<file path="src/logic/cbw_regs.svh">
// Register offsets, field positions, reset values and timing counts for the bus/core block
// =====================================================================
`ifndef CBW_REGS_SVH
`define CBW_REGS_SVH

// =====================================================================
// Register byte offsets
`define CBW_OFS_SYS_CONFIG_0 8'h00
`define CBW_OFS_SYS_CONFIG_1 8'h04
`define CBW_OFS_FLAG_WORD 8'h08
`define CBW_OFS_STACK_POINTER 8'h0C
`define CBW_OFS_INSTR_POINTER 8'h10
`define CBW_OFS_CORE_STATUS 8'h14

// =====================================================================
// Field positions
`define CBW_BIT_HIGH_FRAME_STRETCH 0
`define CBW_BIT_AUTO_STALL_OFF 0
`define CBW_BIT_CARRY 7
`define CBW_BIT_NEGATIVE 6
`define CBW_BIT_ZERO 5
`define CBW_BIT_OVERFLOW 4
`define CBW_BIT_LEVEL2_IRQ_GATE 3
`define CBW_BIT_LEVEL1_IRQ_GATE 2
`define CBW_FLAG_WORD_MASK 8'hFC

// =====================================================================
// Reset values
`define CBW_RST_FLAG_WORD 8'h00
`define CBW_RST_STACK_POINTER 8'h00
`define CBW_RST_CONFIG 1'b0

// =====================================================================
// Address map
`define CBW_VEC_HI_ADDR 16'h7FFE
`define CBW_VEC_LO_ADDR 16'h7FFF
`define CBW_PF_PAGE 8'h10
`define CBW_RAM_PAGE 8'h00
`define CBW_PF_HIGH_FRAME 4'hC
`define CBW_PF_ONCHIP_FIRST 4'h1
`define CBW_PF_ONCHIP_LAST 4'h7

// =====================================================================
// Access lengths in system clocks
`define CBW_CYC_BASE 3'h2
`define CBW_CYC_EXT_AUTO 3'h3
`define CBW_CYC_PF_STRETCH 3'h4

`endif

</file>
<file path="src/logic/cbw_pkg.sv">
// Types shared by the bus/core block
package cbw_pkg;

  // =====================================================================
  // Core sequencing states
  typedef enum logic [2:0] {
    CBW_BOOT_HI = 3'b001,
    CBW_BOOT_LO = 3'b010,
    CBW_RUN = 3'b100
  } cbw_core_state_t;

  // =====================================================================
  // Access timing states
  typedef enum logic [1:0] {
    CBW_ACC_IDLE = 2'b01,
    CBW_ACC_BUSY = 2'b10
  } cbw_acc_state_t;

endpackage

</file>
<file path="src/logic/cbw_acc_if.sv">
// Access request, decode and timing signals between the core and its helpers
`timescale 1ns/10ps
interface cbw_acc_if;
  logic req;
  logic [15:0] addr;
  logic is_ram;
  logic is_pf;
  logic is_ext;
  logic pf_high;
  logic pf_onchip;
  logic [3:0] pf_frame;
  logic busy;
  logic fin;

  modport core (output req, output addr, input is_ram, input is_pf, input is_ext,
    input pf_high, input pf_onchip, input pf_frame, input busy, input fin);
  modport dec (input addr, output is_ram, output is_pf, output is_ext, output pf_high,
    output pf_onchip, output pf_frame);
  modport timer (input req, input is_ext, input pf_high, output busy, output fin);
endinterface

</file>
<file path="src/logic/cbw_addr_dec.sv">
// Address decoder for the shared 16-bit map
`timescale 1ns/10ps
`include "cbw_regs.svh"
module cbw_addr_dec (
  cbw_acc_if.dec acc
);
  // =====================================================================
  // Region decode; everything outside RAM and the peripheral file goes off-chip
  wire ram_hit = (acc.addr[15:8] == `CBW_RAM_PAGE);
  wire pf_hit = (acc.addr[15:8] == `CBW_PF_PAGE);
  wire [3:0] frame = acc.addr[7:4];

  assign acc.is_ram = ram_hit;
  assign acc.is_pf = pf_hit;
  assign acc.pf_frame = frame;
  // Top four frames belong to outside peripherals
  assign acc.pf_high = pf_hit && (frame >= `CBW_PF_HIGH_FRAME);
  assign acc.pf_onchip = pf_hit && (frame >= `CBW_PF_ONCHIP_FIRST)
    && (frame <= `CBW_PF_ONCHIP_LAST);
  assign acc.is_ext = !ram_hit && (!pf_hit || acc.pf_high);
endmodule

</file>
<file path="src/logic/cbw_wait_ctl.sv">
// Wait-state generator that times each memory or peripheral access
`timescale 1ns/10ps
`include "cbw_regs.svh"
module cbw_wait_ctl (
  input wire logic sys_clk_in,
  input wire logic rst_in,
  input wire logic ext_stretch_n_in,
  input wire logic auto_stall_off_in,
  input wire logic high_frame_stretch_in,
  cbw_acc_if.timer acc
);
  cbw_pkg::cbw_acc_state_t state_r;
  cbw_pkg::cbw_acc_state_t state_nxt;
  logic [2:0] cnt_r;
  logic [2:0] cnt_nxt;
  logic [2:0] len;
  logic last;

  // =====================================================================
  // Total length; the frame stretch overrides the external setting
  always_comb begin
    if (acc.pf_high && high_frame_stretch_in) begin
      len = `CBW_CYC_PF_STRETCH;
    end else if (acc.is_ext && !auto_stall_off_in) begin
      len = `CBW_CYC_EXT_AUTO;
    end else begin
      len = `CBW_CYC_BASE;
    end
  end

  // Extend only counts once the programmed waits are spent, so an extend held from the start overlaps them rather than adding
  assign last = (state_r == cbw_pkg::CBW_ACC_BUSY) && (cnt_r == 3'h0)
    && !(acc.is_ext && !ext_stretch_n_in);
  assign acc.fin = last;
  assign acc.busy = (state_r == cbw_pkg::CBW_ACC_BUSY);

  // Next state and countdown
  always_comb begin
    state_nxt = state_r;
    cnt_nxt = cnt_r;
    case (state_r)
      cbw_pkg::CBW_ACC_IDLE: begin
        if (acc.req) begin
          state_nxt = cbw_pkg::CBW_ACC_BUSY;
          cnt_nxt = len - 3'h2;
        end
      end
      cbw_pkg::CBW_ACC_BUSY: begin
        if (cnt_r != 3'h0) begin
          cnt_nxt = cnt_r - 3'h1;
        end else if (last) begin
          state_nxt = cbw_pkg::CBW_ACC_IDLE;
        end
      end
      default: begin
        state_nxt = cbw_pkg::CBW_ACC_IDLE;
        cnt_nxt = 3'h0;
      end
    endcase
  end

  // State flops
  always_ff @(posedge sys_clk_in or posedge rst_in) begin
    if (rst_in) begin
      state_r <= cbw_pkg::CBW_ACC_IDLE;
      cnt_r <= 3'h0;
    end else begin
      state_r <= state_nxt;
      cnt_r <= cnt_nxt;
    end
  end
endmodule

</file>
<file path="src/logic/cbw_core.sv">
// Core registers, reset-vector fetch, access sequencing and AHB-Lite register slave
`timescale 1ns/10ps
`include "cbw_regs.svh"
module cbw_core (
  input wire logic sys_clk_in,
  input wire logic rst_in,
  // AHB-Lite register slave
  input wire logic hsel_in,
  input wire logic [31:0] haddr_in,
  input wire logic [1:0] htrans_in,
  input wire logic hwrite_in,
  input wire logic [2:0] hsize_in,
  input wire logic [31:0] hwdata_in,
  input wire logic hready_in,
  output logic [31:0] hrdata_out,
  output logic hreadyout_out,
  output logic hresp_out,
  // Instruction-side access requests
  input wire logic cpu_req_in,
  input wire logic [15:0] cpu_addr_in,
  input wire logic cpu_write_in,
  input wire logic [7:0] cpu_wdata_in,
  output logic cpu_ready_out,
  output logic [7:0] cpu_rdata_out,
  output logic cpu_stall_out,
  // Memory / peripheral access port
  output logic [15:0] mem_addr_out,
  output logic [7:0] mem_wdata_out,
  output logic mem_write_out,
  output logic mem_strobe_out,
  output logic ram_sel_out,
  output logic pf_sel_out,
  output logic pf_onchip_out,
  output logic [3:0] pf_frame_out,
  output logic ext_sel_out,
  input wire logic [7:0] mem_rdata_in,
  input wire logic ext_stretch_n_in,
  // Stack, flags, instruction pointer and interrupt gating
  input wire logic stk_push_in,
  input wire logic stk_pop_in,
  output logic [15:0] stk_addr_out,
  input wire logic flag_update_in,
  input wire logic [3:0] alu_flags_in,
  input wire logic [2:0] cond_sel_in,
  output logic cond_true_out,
  input wire logic ip_load_in,
  input wire logic [15:0] ip_value_in,
  input wire logic ip_step_in,
  output logic [15:0] instr_pointer_out,
  input wire logic irq_level1_in,
  input wire logic irq_level2_in,
  output logic irq_level1_take_out,
  output logic irq_level2_take_out
);
  cbw_acc_if acc ();

  // =====================================================================
  // Helpers
  cbw_addr_dec u_dec (
    .acc (acc)
  );

  logic auto_stall_off_r;
  logic high_frame_stretch_r;

  cbw_wait_ctl u_wait (
    .sys_clk_in (sys_clk_in),
    .rst_in (rst_in),
    .ext_stretch_n_in (ext_stretch_n_in),
    .auto_stall_off_in (auto_stall_off_r),
    .high_frame_stretch_in (high_frame_stretch_r),
    .acc (acc)
  );

  // =====================================================================
  // Core sequencing
  cbw_pkg::cbw_core_state_t core_r;
  logic req_r;
  logic open_r;
  logic [15:0] addr_r;
  logic [7:0] wdata_r;
  logic write_r;
  logic [7:0] ip_hi_r;
  logic [7:0] ip_lo_r;
  logic ready_r;
  logic [7:0] rdata_r;

  wire booting = (core_r != cbw_pkg::CBW_RUN);
  wire can_launch = !open_r && !req_r;
  wire launch_boot = booting && can_launch;
  wire launch_cpu = (core_r == cbw_pkg::CBW_RUN) && can_launch && cpu_req_in;
  wire [15:0] boot_addr = (core_r == cbw_pkg::CBW_BOOT_HI) ? `CBW_VEC_HI_ADDR
    : `CBW_VEC_LO_ADDR;

  assign acc.req = req_r;
  assign acc.addr = addr_r;

  // Boot fetches the reset vector before any instruction access is accepted
  always_ff @(posedge sys_clk_in or posedge rst_in) begin
    if (rst_in) begin
      core_r <= cbw_pkg::CBW_BOOT_HI;
    end else begin
      case (core_r)
        cbw_pkg::CBW_BOOT_HI: begin
          if (acc.fin) begin
            core_r <= cbw_pkg::CBW_BOOT_LO;
          end
        end
        cbw_pkg::CBW_BOOT_LO: begin
          if (acc.fin) begin
            core_r <= cbw_pkg::CBW_RUN;
          end
        end
        cbw_pkg::CBW_RUN: begin
          core_r <= cbw_pkg::CBW_RUN;
        end
        default: begin
          core_r <= cbw_pkg::CBW_BOOT_HI;
        end
      endcase
    end
  end

  // Launch one access at a time; the open flag holds the core stalled until it ends
  always_ff @(posedge sys_clk_in or posedge rst_in) begin
    if (rst_in) begin
      req_r <= 1'b0;
      open_r <= 1'b0;
      addr_r <= 16'h0000;
      wdata_r <= 8'h00;
      write_r <= 1'b0;
    end else begin
      req_r <= launch_boot || launch_cpu;
      if (launch_boot) begin
        open_r <= 1'b1;
        addr_r <= boot_addr;
        write_r <= 1'b0;
      end else if (launch_cpu) begin
        open_r <= 1'b1;
        addr_r <= cpu_addr_in;
        wdata_r <= cpu_wdata_in;
        write_r <= cpu_write_in;
      end else if (acc.fin) begin
        open_r <= 1'b0;
      end
    end
  end

  // Read data is taken on the last access cycle
  always_ff @(posedge sys_clk_in or posedge rst_in) begin
    if (rst_in) begin
      ready_r <= 1'b0;
      rdata_r <= 8'h00;
    end else begin
      ready_r <= acc.fin && !booting;
      if (acc.fin && !write_r) begin
        rdata_r <= mem_rdata_in;
      end
    end
  end

  // =====================================================================
  // AHB-Lite slave: zero-wait, always OKAY; unmapped reads give zero
  logic dp_write_r;
  logic [7:0] dp_ofs_r;
  logic [31:0] hrdata_r;

  wire take = hsel_in && hready_in && htrans_in[1];
  wire [7:0] ofs = haddr_in[7:0];
  wire reg_wr_c0 = dp_write_r && (dp_ofs_r == `CBW_OFS_SYS_CONFIG_0);
  wire reg_wr_c1 = dp_write_r && (dp_ofs_r == `CBW_OFS_SYS_CONFIG_1);
  wire reg_wr_flag = dp_write_r && (dp_ofs_r == `CBW_OFS_FLAG_WORD);
  wire reg_wr_stk = dp_write_r && (dp_ofs_r == `CBW_OFS_STACK_POINTER);
  wire reg_wr_ip = dp_write_r && (dp_ofs_r == `CBW_OFS_INSTR_POINTER);

  // =====================================================================
  // Instruction pointer: vector load at boot, then load or step
  always_ff @(posedge sys_clk_in or posedge rst_in) begin
    if (rst_in) begin
      ip_hi_r <= 8'h00;
      ip_lo_r <= 8'h00;
    end else if (acc.fin && core_r == cbw_pkg::CBW_BOOT_HI) begin
      ip_hi_r <= mem_rdata_in;
    end else if (acc.fin && core_r == cbw_pkg::CBW_BOOT_LO) begin
      ip_lo_r <= mem_rdata_in;
    end else if (reg_wr_ip) begin
      {ip_hi_r, ip_lo_r} <= hwdata_in[15:0];
    end else if (ip_load_in && !booting) begin
      {ip_hi_r, ip_lo_r} <= ip_value_in;
    end else if (ip_step_in && !booting) begin
      {ip_hi_r, ip_lo_r} <= {ip_hi_r, ip_lo_r} + 16'h0001;
    end
  end

  // =====================================================================
  // AHB-Lite register storage and read selection
  logic [7:0] flag_word_r;
  logic [7:0] stack_pointer_r;
  logic [31:0] rd_mux;

  // Read selection from the address phase so hrdata comes from a flop
  always_comb begin
    case (ofs)
      `CBW_OFS_SYS_CONFIG_0: rd_mux = {31'h00000000, high_frame_stretch_r};
      `CBW_OFS_SYS_CONFIG_1: rd_mux = {31'h00000000, auto_stall_off_r};
      `CBW_OFS_FLAG_WORD: rd_mux = {24'h000000, flag_word_r & `CBW_FLAG_WORD_MASK};
      `CBW_OFS_STACK_POINTER: rd_mux = {24'h000000, stack_pointer_r};
      `CBW_OFS_INSTR_POINTER: rd_mux = {16'h0000, ip_hi_r, ip_lo_r};
      `CBW_OFS_CORE_STATUS: rd_mux = {29'h00000000, acc.busy, open_r, !booting};
      default: rd_mux = 32'h00000000;
    endcase
  end

  // Address phase latch; a read that lands on a same-cycle write shows the old value
  always_ff @(posedge sys_clk_in or posedge rst_in) begin
    if (rst_in) begin
      dp_write_r <= 1'b0;
      dp_ofs_r <= 8'h00;
      hrdata_r <= 32'h00000000;
    end else begin
      dp_write_r <= take && hwrite_in;
      dp_ofs_r <= ofs;
      if (take && !hwrite_in) begin
        hrdata_r <= rd_mux;
      end
    end
  end

  // Configuration bits steer the wait generator
  always_ff @(posedge sys_clk_in or posedge rst_in) begin
    if (rst_in) begin
      high_frame_stretch_r <= `CBW_RST_CONFIG;
      auto_stall_off_r <= `CBW_RST_CONFIG;
    end else begin
      if (reg_wr_c0) begin
        high_frame_stretch_r <= hwdata_in[`CBW_BIT_HIGH_FRAME_STRETCH];
      end
      if (reg_wr_c1) begin
        auto_stall_off_r <= hwdata_in[`CBW_BIT_AUTO_STALL_OFF];
      end
    end
  end

  // =====================================================================
  // Flag word: the instruction result wins over a software write to C/N/Z/V
  always_ff @(posedge sys_clk_in or posedge rst_in) begin
    if (rst_in) begin
      flag_word_r <= `CBW_RST_FLAG_WORD;
    end else begin
      if (reg_wr_flag) begin
        flag_word_r <= hwdata_in[7:0] & `CBW_FLAG_WORD_MASK;
      end
      if (flag_update_in) begin
        flag_word_r[`CBW_BIT_CARRY:`CBW_BIT_OVERFLOW] <= alu_flags_in;
      end
    end
  end

  // Condition evaluation from the stored flags
  logic cond_now;
  wire f_c = flag_word_r[`CBW_BIT_CARRY];
  wire f_n = flag_word_r[`CBW_BIT_NEGATIVE];
  wire f_z = flag_word_r[`CBW_BIT_ZERO];
  wire f_v = flag_word_r[`CBW_BIT_OVERFLOW];
  always_comb begin
    case (cond_sel_in)
      3'h0: cond_now = 1'b1;
      3'h1: cond_now = f_c;
      3'h2: cond_now = !f_c;
      3'h3: cond_now = f_n;
      3'h4: cond_now = f_z;
      3'h5: cond_now = !f_z;
      3'h6: cond_now = f_v;
      default: cond_now = !f_n;
    endcase
  end

  // =====================================================================
  // Stack pointer: pre-increment push, post-decrement pop, page zero only
  logic [7:0] stk_addr_r;
  always_ff @(posedge sys_clk_in or posedge rst_in) begin
    if (rst_in) begin
      stack_pointer_r <= `CBW_RST_STACK_POINTER;
      stk_addr_r <= 8'h00;
    end else if (reg_wr_stk) begin
      stack_pointer_r <= hwdata_in[7:0];
    end else if (stk_push_in) begin
      stack_pointer_r <= stack_pointer_r + 8'h01;
      stk_addr_r <= stack_pointer_r + 8'h01;
    end else if (stk_pop_in) begin
      stk_addr_r <= stack_pointer_r;
      stack_pointer_r <= stack_pointer_r - 8'h01;
    end
  end

  // =====================================================================
  // Registered outputs
  logic cond_r;
  logic irq1_r;
  logic irq2_r;
  always_ff @(posedge sys_clk_in or posedge rst_in) begin
    if (rst_in) begin
      cond_r <= 1'b0;
      irq1_r <= 1'b0;
      irq2_r <= 1'b0;
    end else begin
      cond_r <= cond_now;
      irq1_r <= irq_level1_in && flag_word_r[`CBW_BIT_LEVEL1_IRQ_GATE];
      irq2_r <= irq_level2_in && flag_word_r[`CBW_BIT_LEVEL2_IRQ_GATE];
    end
  end

  assign hrdata_out = hrdata_r;
  assign hreadyout_out = 1'b1;
  assign hresp_out = 1'b0;
  assign cpu_ready_out = ready_r;
  assign cpu_rdata_out = rdata_r;
  assign cpu_stall_out = open_r;
  assign mem_addr_out = addr_r;
  assign mem_wdata_out = wdata_r;
  assign mem_write_out = write_r;
  assign mem_strobe_out = acc.busy;
  assign ram_sel_out = open_r && acc.is_ram;
  assign pf_sel_out = open_r && acc.is_pf;
  assign pf_onchip_out = open_r && acc.pf_onchip;
  assign pf_frame_out = addr_r[7:4];
  assign ext_sel_out = open_r && acc.is_ext;
  assign stk_addr_out = {8'h00, stk_addr_r};
  assign cond_true_out = cond_r;
  assign instr_pointer_out = {ip_hi_r, ip_lo_r};
  assign irq_level1_take_out = irq1_r;
  assign irq_level2_take_out = irq2_r;
endmodule

</file>
<file path="config.mk">
export PLATFORM = sky130hd
export DESIGN_NAME = cbw_core
export DESIGN_NICKNAME = d
export VERILOG_FILES = /design/src/logic/cbw_pkg.sv /design/src/logic/cbw_acc_if.sv /design/src/logic/cbw_addr_dec.sv /design/src/logic/cbw_wait_ctl.sv /design/src/logic/cbw_core.sv
export VERILOG_INCLUDE_DIRS = /design/src /design/src/logic
export SDC_FILE = /design/constraint.sdc
export NUM_CORES = 1
export LEC_CHECK = 0
export BUFFER_PORTS_ARGS = -buffer_cell sky130_fd_sc_hd__clkbuf_2
export CORE_MARGIN = 4
export CORE_UTILIZATION = 50
export CTS_BUF_LIST = sky130_fd_sc_hd__clkbuf_4 sky130_fd_sc_hd__clkbuf_8
export DETAILED_ROUTE_END_ITERATION = 8
export GPL_TIMING_DRIVEN = 0
export PLACE_DENSITY = 0.82
export SLEW_MARGIN = 20
export SYNTH_ARGS = -nofsm -noshare
export SYNTH_HDL_FRONTEND = slang
export SYNTH_HIERARCHICAL = 1
export SYNTH_SLANG_ARGS = --single-unit
</file>
<file path="constraint.sdc">
create_clock -name sys_clk_in -period 3.7 [get_ports sys_clk_in]
set_input_delay 0 -clock sys_clk_in [delete_from_list [all_inputs] [get_ports sys_clk_in]]
set_output_delay 0 -clock sys_clk_in [all_outputs]
set_load 0.01 [all_outputs]
</file>
==> metrics.md <==
| Metric | Value |
|---|---|
| Clock Skew | around 0.017 ns |
| Clock network power share | 21.8% |
| Vias/cell | roughly 5.5 |
| Setup Fix Bufs, Post-CTS | 0 |
| DR vias | 6069 |
| Crit path time final | 3.47 ns |
| Achievable Freq | about 290 MHz |
| Die Area | 0.0141 mm^2 |
| Leakage power | between 3 and 4 nW |
| Fin crit share | a little over nine tenths |
| Worst-path maximum fanout | 10 |
| Rows | 40 |
| Slew margin rel. | approximately 29% |
| Antenna Nets Post-Route | 0 |
| CTS buffer count | 9 |
| Pin count of the biggest net entering global routing | 60 |
| Layout Nets | roughly 1100 |
| CP Class | reg -> reg |
| Clock sink count | between 100 and 150 |
| Initial antenna violation count | 0 |
| Die span in y | roughly 120 um |
| Dpl cells | 1003 |
| Status | finished clean |
| DRC | 0 |
| Share of layout cells above drive strength 1 | between 20% and 30% |
| Synth Instances | 650 |
| Root Buffer | clkbuf_8 |
| Starting density of the core | between 50% and 60% |
| HP Class | in -> reg |
| Worst vdd ir | about 220 uV |
| Final setup viols | 0 |
| Most frequent cells in the layout | clkbuf_2, dfrtp_1, nand2_1 |
| Detailed Route WL | approximately 19000 um |
| Net Sw Power | between 1 and 1.5 mW |
| Non-Filler Instances | around 1100 |
| Design Power | 3.53 mW |
| Clock latency on the worst-skew pair | roughly 0.4 ns |
| Clk slew on worst S/H paths | 0.11 ns |
| Synth Warn # | 6 |
| Pwr Density | about 420 mW/mm^2 |
| GRT Overall Usage | a little over a quarter |
| Final Cell Area | about 0.0083 mm^2 |
| Worst path bufs/invs | 1 |
| CTS tree | yes |
| Post-DP HPWL | about 13000 um |
| Total of max-cap violations | 0 |
| Synth Cell Area | roughly 0.0062 mm^2 |
| Required time of the critical path | 3.97 ns |
| Final core occ | 69.5% |
| Cell Area, Placed | about 0.0074 mm^2 |
| Comb pwr share | around a third |
| Worst stage delay on the critical path | approximately 0.57 ns |
| Critical Path Slowest Stage Cell | or4_4 |
| Sequential power share | between 40 and 50% |
| Clock buffer depth | 2 |
| IO Pins | 252 |
| Final Max Slew Viols | 0 |
| Gr ovfl total | 0 |
| Critical Path Sink Type | flip-flop |
| GPL Wtd Cong | ~0.93 |
| Post-detailed-route wirelength per cell | around 17 um |
| ANT cells | 0 |
| Critical path arrival | between 3 and 4 ns |
| Switching Fraction | 34.0% |
| Drt initial violations | 434 |
| Internal | ~2.3 mW |
| Top delay family on crit path | simple AND/OR/NAND/NOR gates |
| Avg Cell Area, Syn | 9.47 um^2 |
| Most common cell after layout, fill and taps aside | clkbuf_2 |
| Final hold viol count | 0 |
| Crit-path cells | or4_4 -> or3b_1 -> nand2b_4 -> nor2b_2 -> nor2b_1 -> and2_1 -> clkbuf_1 -> a31o_4 -> a31oi_1 -> o221a_2 |
| Startpoint Class | flip-flop |
| Worst slew pin tran | about 1.1 ns |
| Horiz. Die Dim | ~120 um |
| P&R area growth vs syn | 35.7% |
| Drt first pass iters | 5 |
| Core area | 0.0120 mm^2 |
| Unrepaired setup endpoints after global routing | no |
| First-pass GRT wire length | roughly 30000 um |
| Vias in the first global route | just under 6000 |
| Htree depth | 3 |
| Input/output buffers | ~180 |
[state kept, by name, summed over array words and instances, names as in the netlist]
register and cells:
hrdata_out 16, core_r 3, auto_stall_off_r 1, mem_write_out 1, u_wait/cnt_r 3, cond_true_out 1, dp_ofs_r 8, mem_wdata_out 8
u_wait/state_r 2, irq_level2_take_out 1, cpu_rdata_out 8, mem_addr_out 16, cpu_ready_out 1, flag_word_r 6, ip_hi_r 8, acc.req 1
irq_level1_take_out 1, dp_write_r 1, ip_lo_r 8, stack_pointer_r 8, stk_addr_r 8, cpu_stall_out 1, high_frame_stretch_r 1
[routing by layer]
layer	routed length (um)	track usage, %	part of all wire, %
met3	1720	5.75	9.2
met5	0	0	0
met1	7620	33.7	41
met4	584	11.2	3.1
met2	8730	42.5	47
[worst min-delay path, delay by kind of cell]
kind / cells / cell delay (ns)
and+or+nand+nor: 2 / 0.12
AOI/OAI and AO/OA: 2 / 0.16
buffers and inverters: 1 / 0.09
[path summary, 6_finish.rpt]
check	cells past startpoint	start	slack (ns)	endpoint
setup reg to reg	10	mem_addr_out[15]$_DFFE_PP0P_	0.23	ip_hi_r[6]$_DFFE_PP0P_
setup / recovery	10	mem_addr_out[15]$_DFFE_PP0P_	0.23	ip_hi_r[6]$_DFFE_PP0P_
hold / removal	5	ip_value_in[1]	0.02	ip_lo_r[1]$_DFFE_PP0P_
min in group asynchronous	3	rst_in	0.11	u_wait/state_r[1]$_DFFE_PP0P_
max in group asynchronous	4	rst_in	2.79	core_r[0]$_DFFE_PP1P_
hold reg to reg	2	mem_wdata_out[3]$_DFFE_PP0P_	0.49	mem_wdata_out[3]$_DFFE_PP0P_
[repair_timing]
item | 4_1_cts | 5_1_grt
setup endpoints to repair | 0 | 2
hold buffers | 77 | 0
gates resized for setup | 0 | 1
endpoints found under the hold margin | 130 | 0
[through the flow]
step                      setup WS, ns  hold WS, ns  TNS, ns
after floorplan                  0.561       -0.222        0
after global placement          -0.392      -0.0869   -41.01
after detailed placement        0.0967      -0.0361        0
after CTS                       0.0794     0.000211        0
after global routing            0.0242      0.00325        0
final                            0.230       0.0197        0
[layout make-up]
class                   count  area [um^2]
plain buffers              65          374
clock buffers              11          145
clock inverters             5         63.8
fillers                   932         3660
inverters                  22         87.6
multi-input cells         475         2980
flip-flops and latches    112         2810
well taps                 147          184
repair buffers            259         1700
[power by group through the flow]
| stage | clock, mW | sequential, mW | combinational [mW] |
|---|---|---|---|
| floorplan | 0 | 1.67 | 0.638 |
| global placement | 0 | 1.64 | 1.02 |
| detailed placement | 0 | 1.65 | 1.05 |
| CTS | 0.787 | 1.63 | 1.12 |
| global route | 0.838 | 1.67 | 1.24 |
| finish | 0.771 | 1.63 | 1.12 |
(Power assumes the default switching activity.)
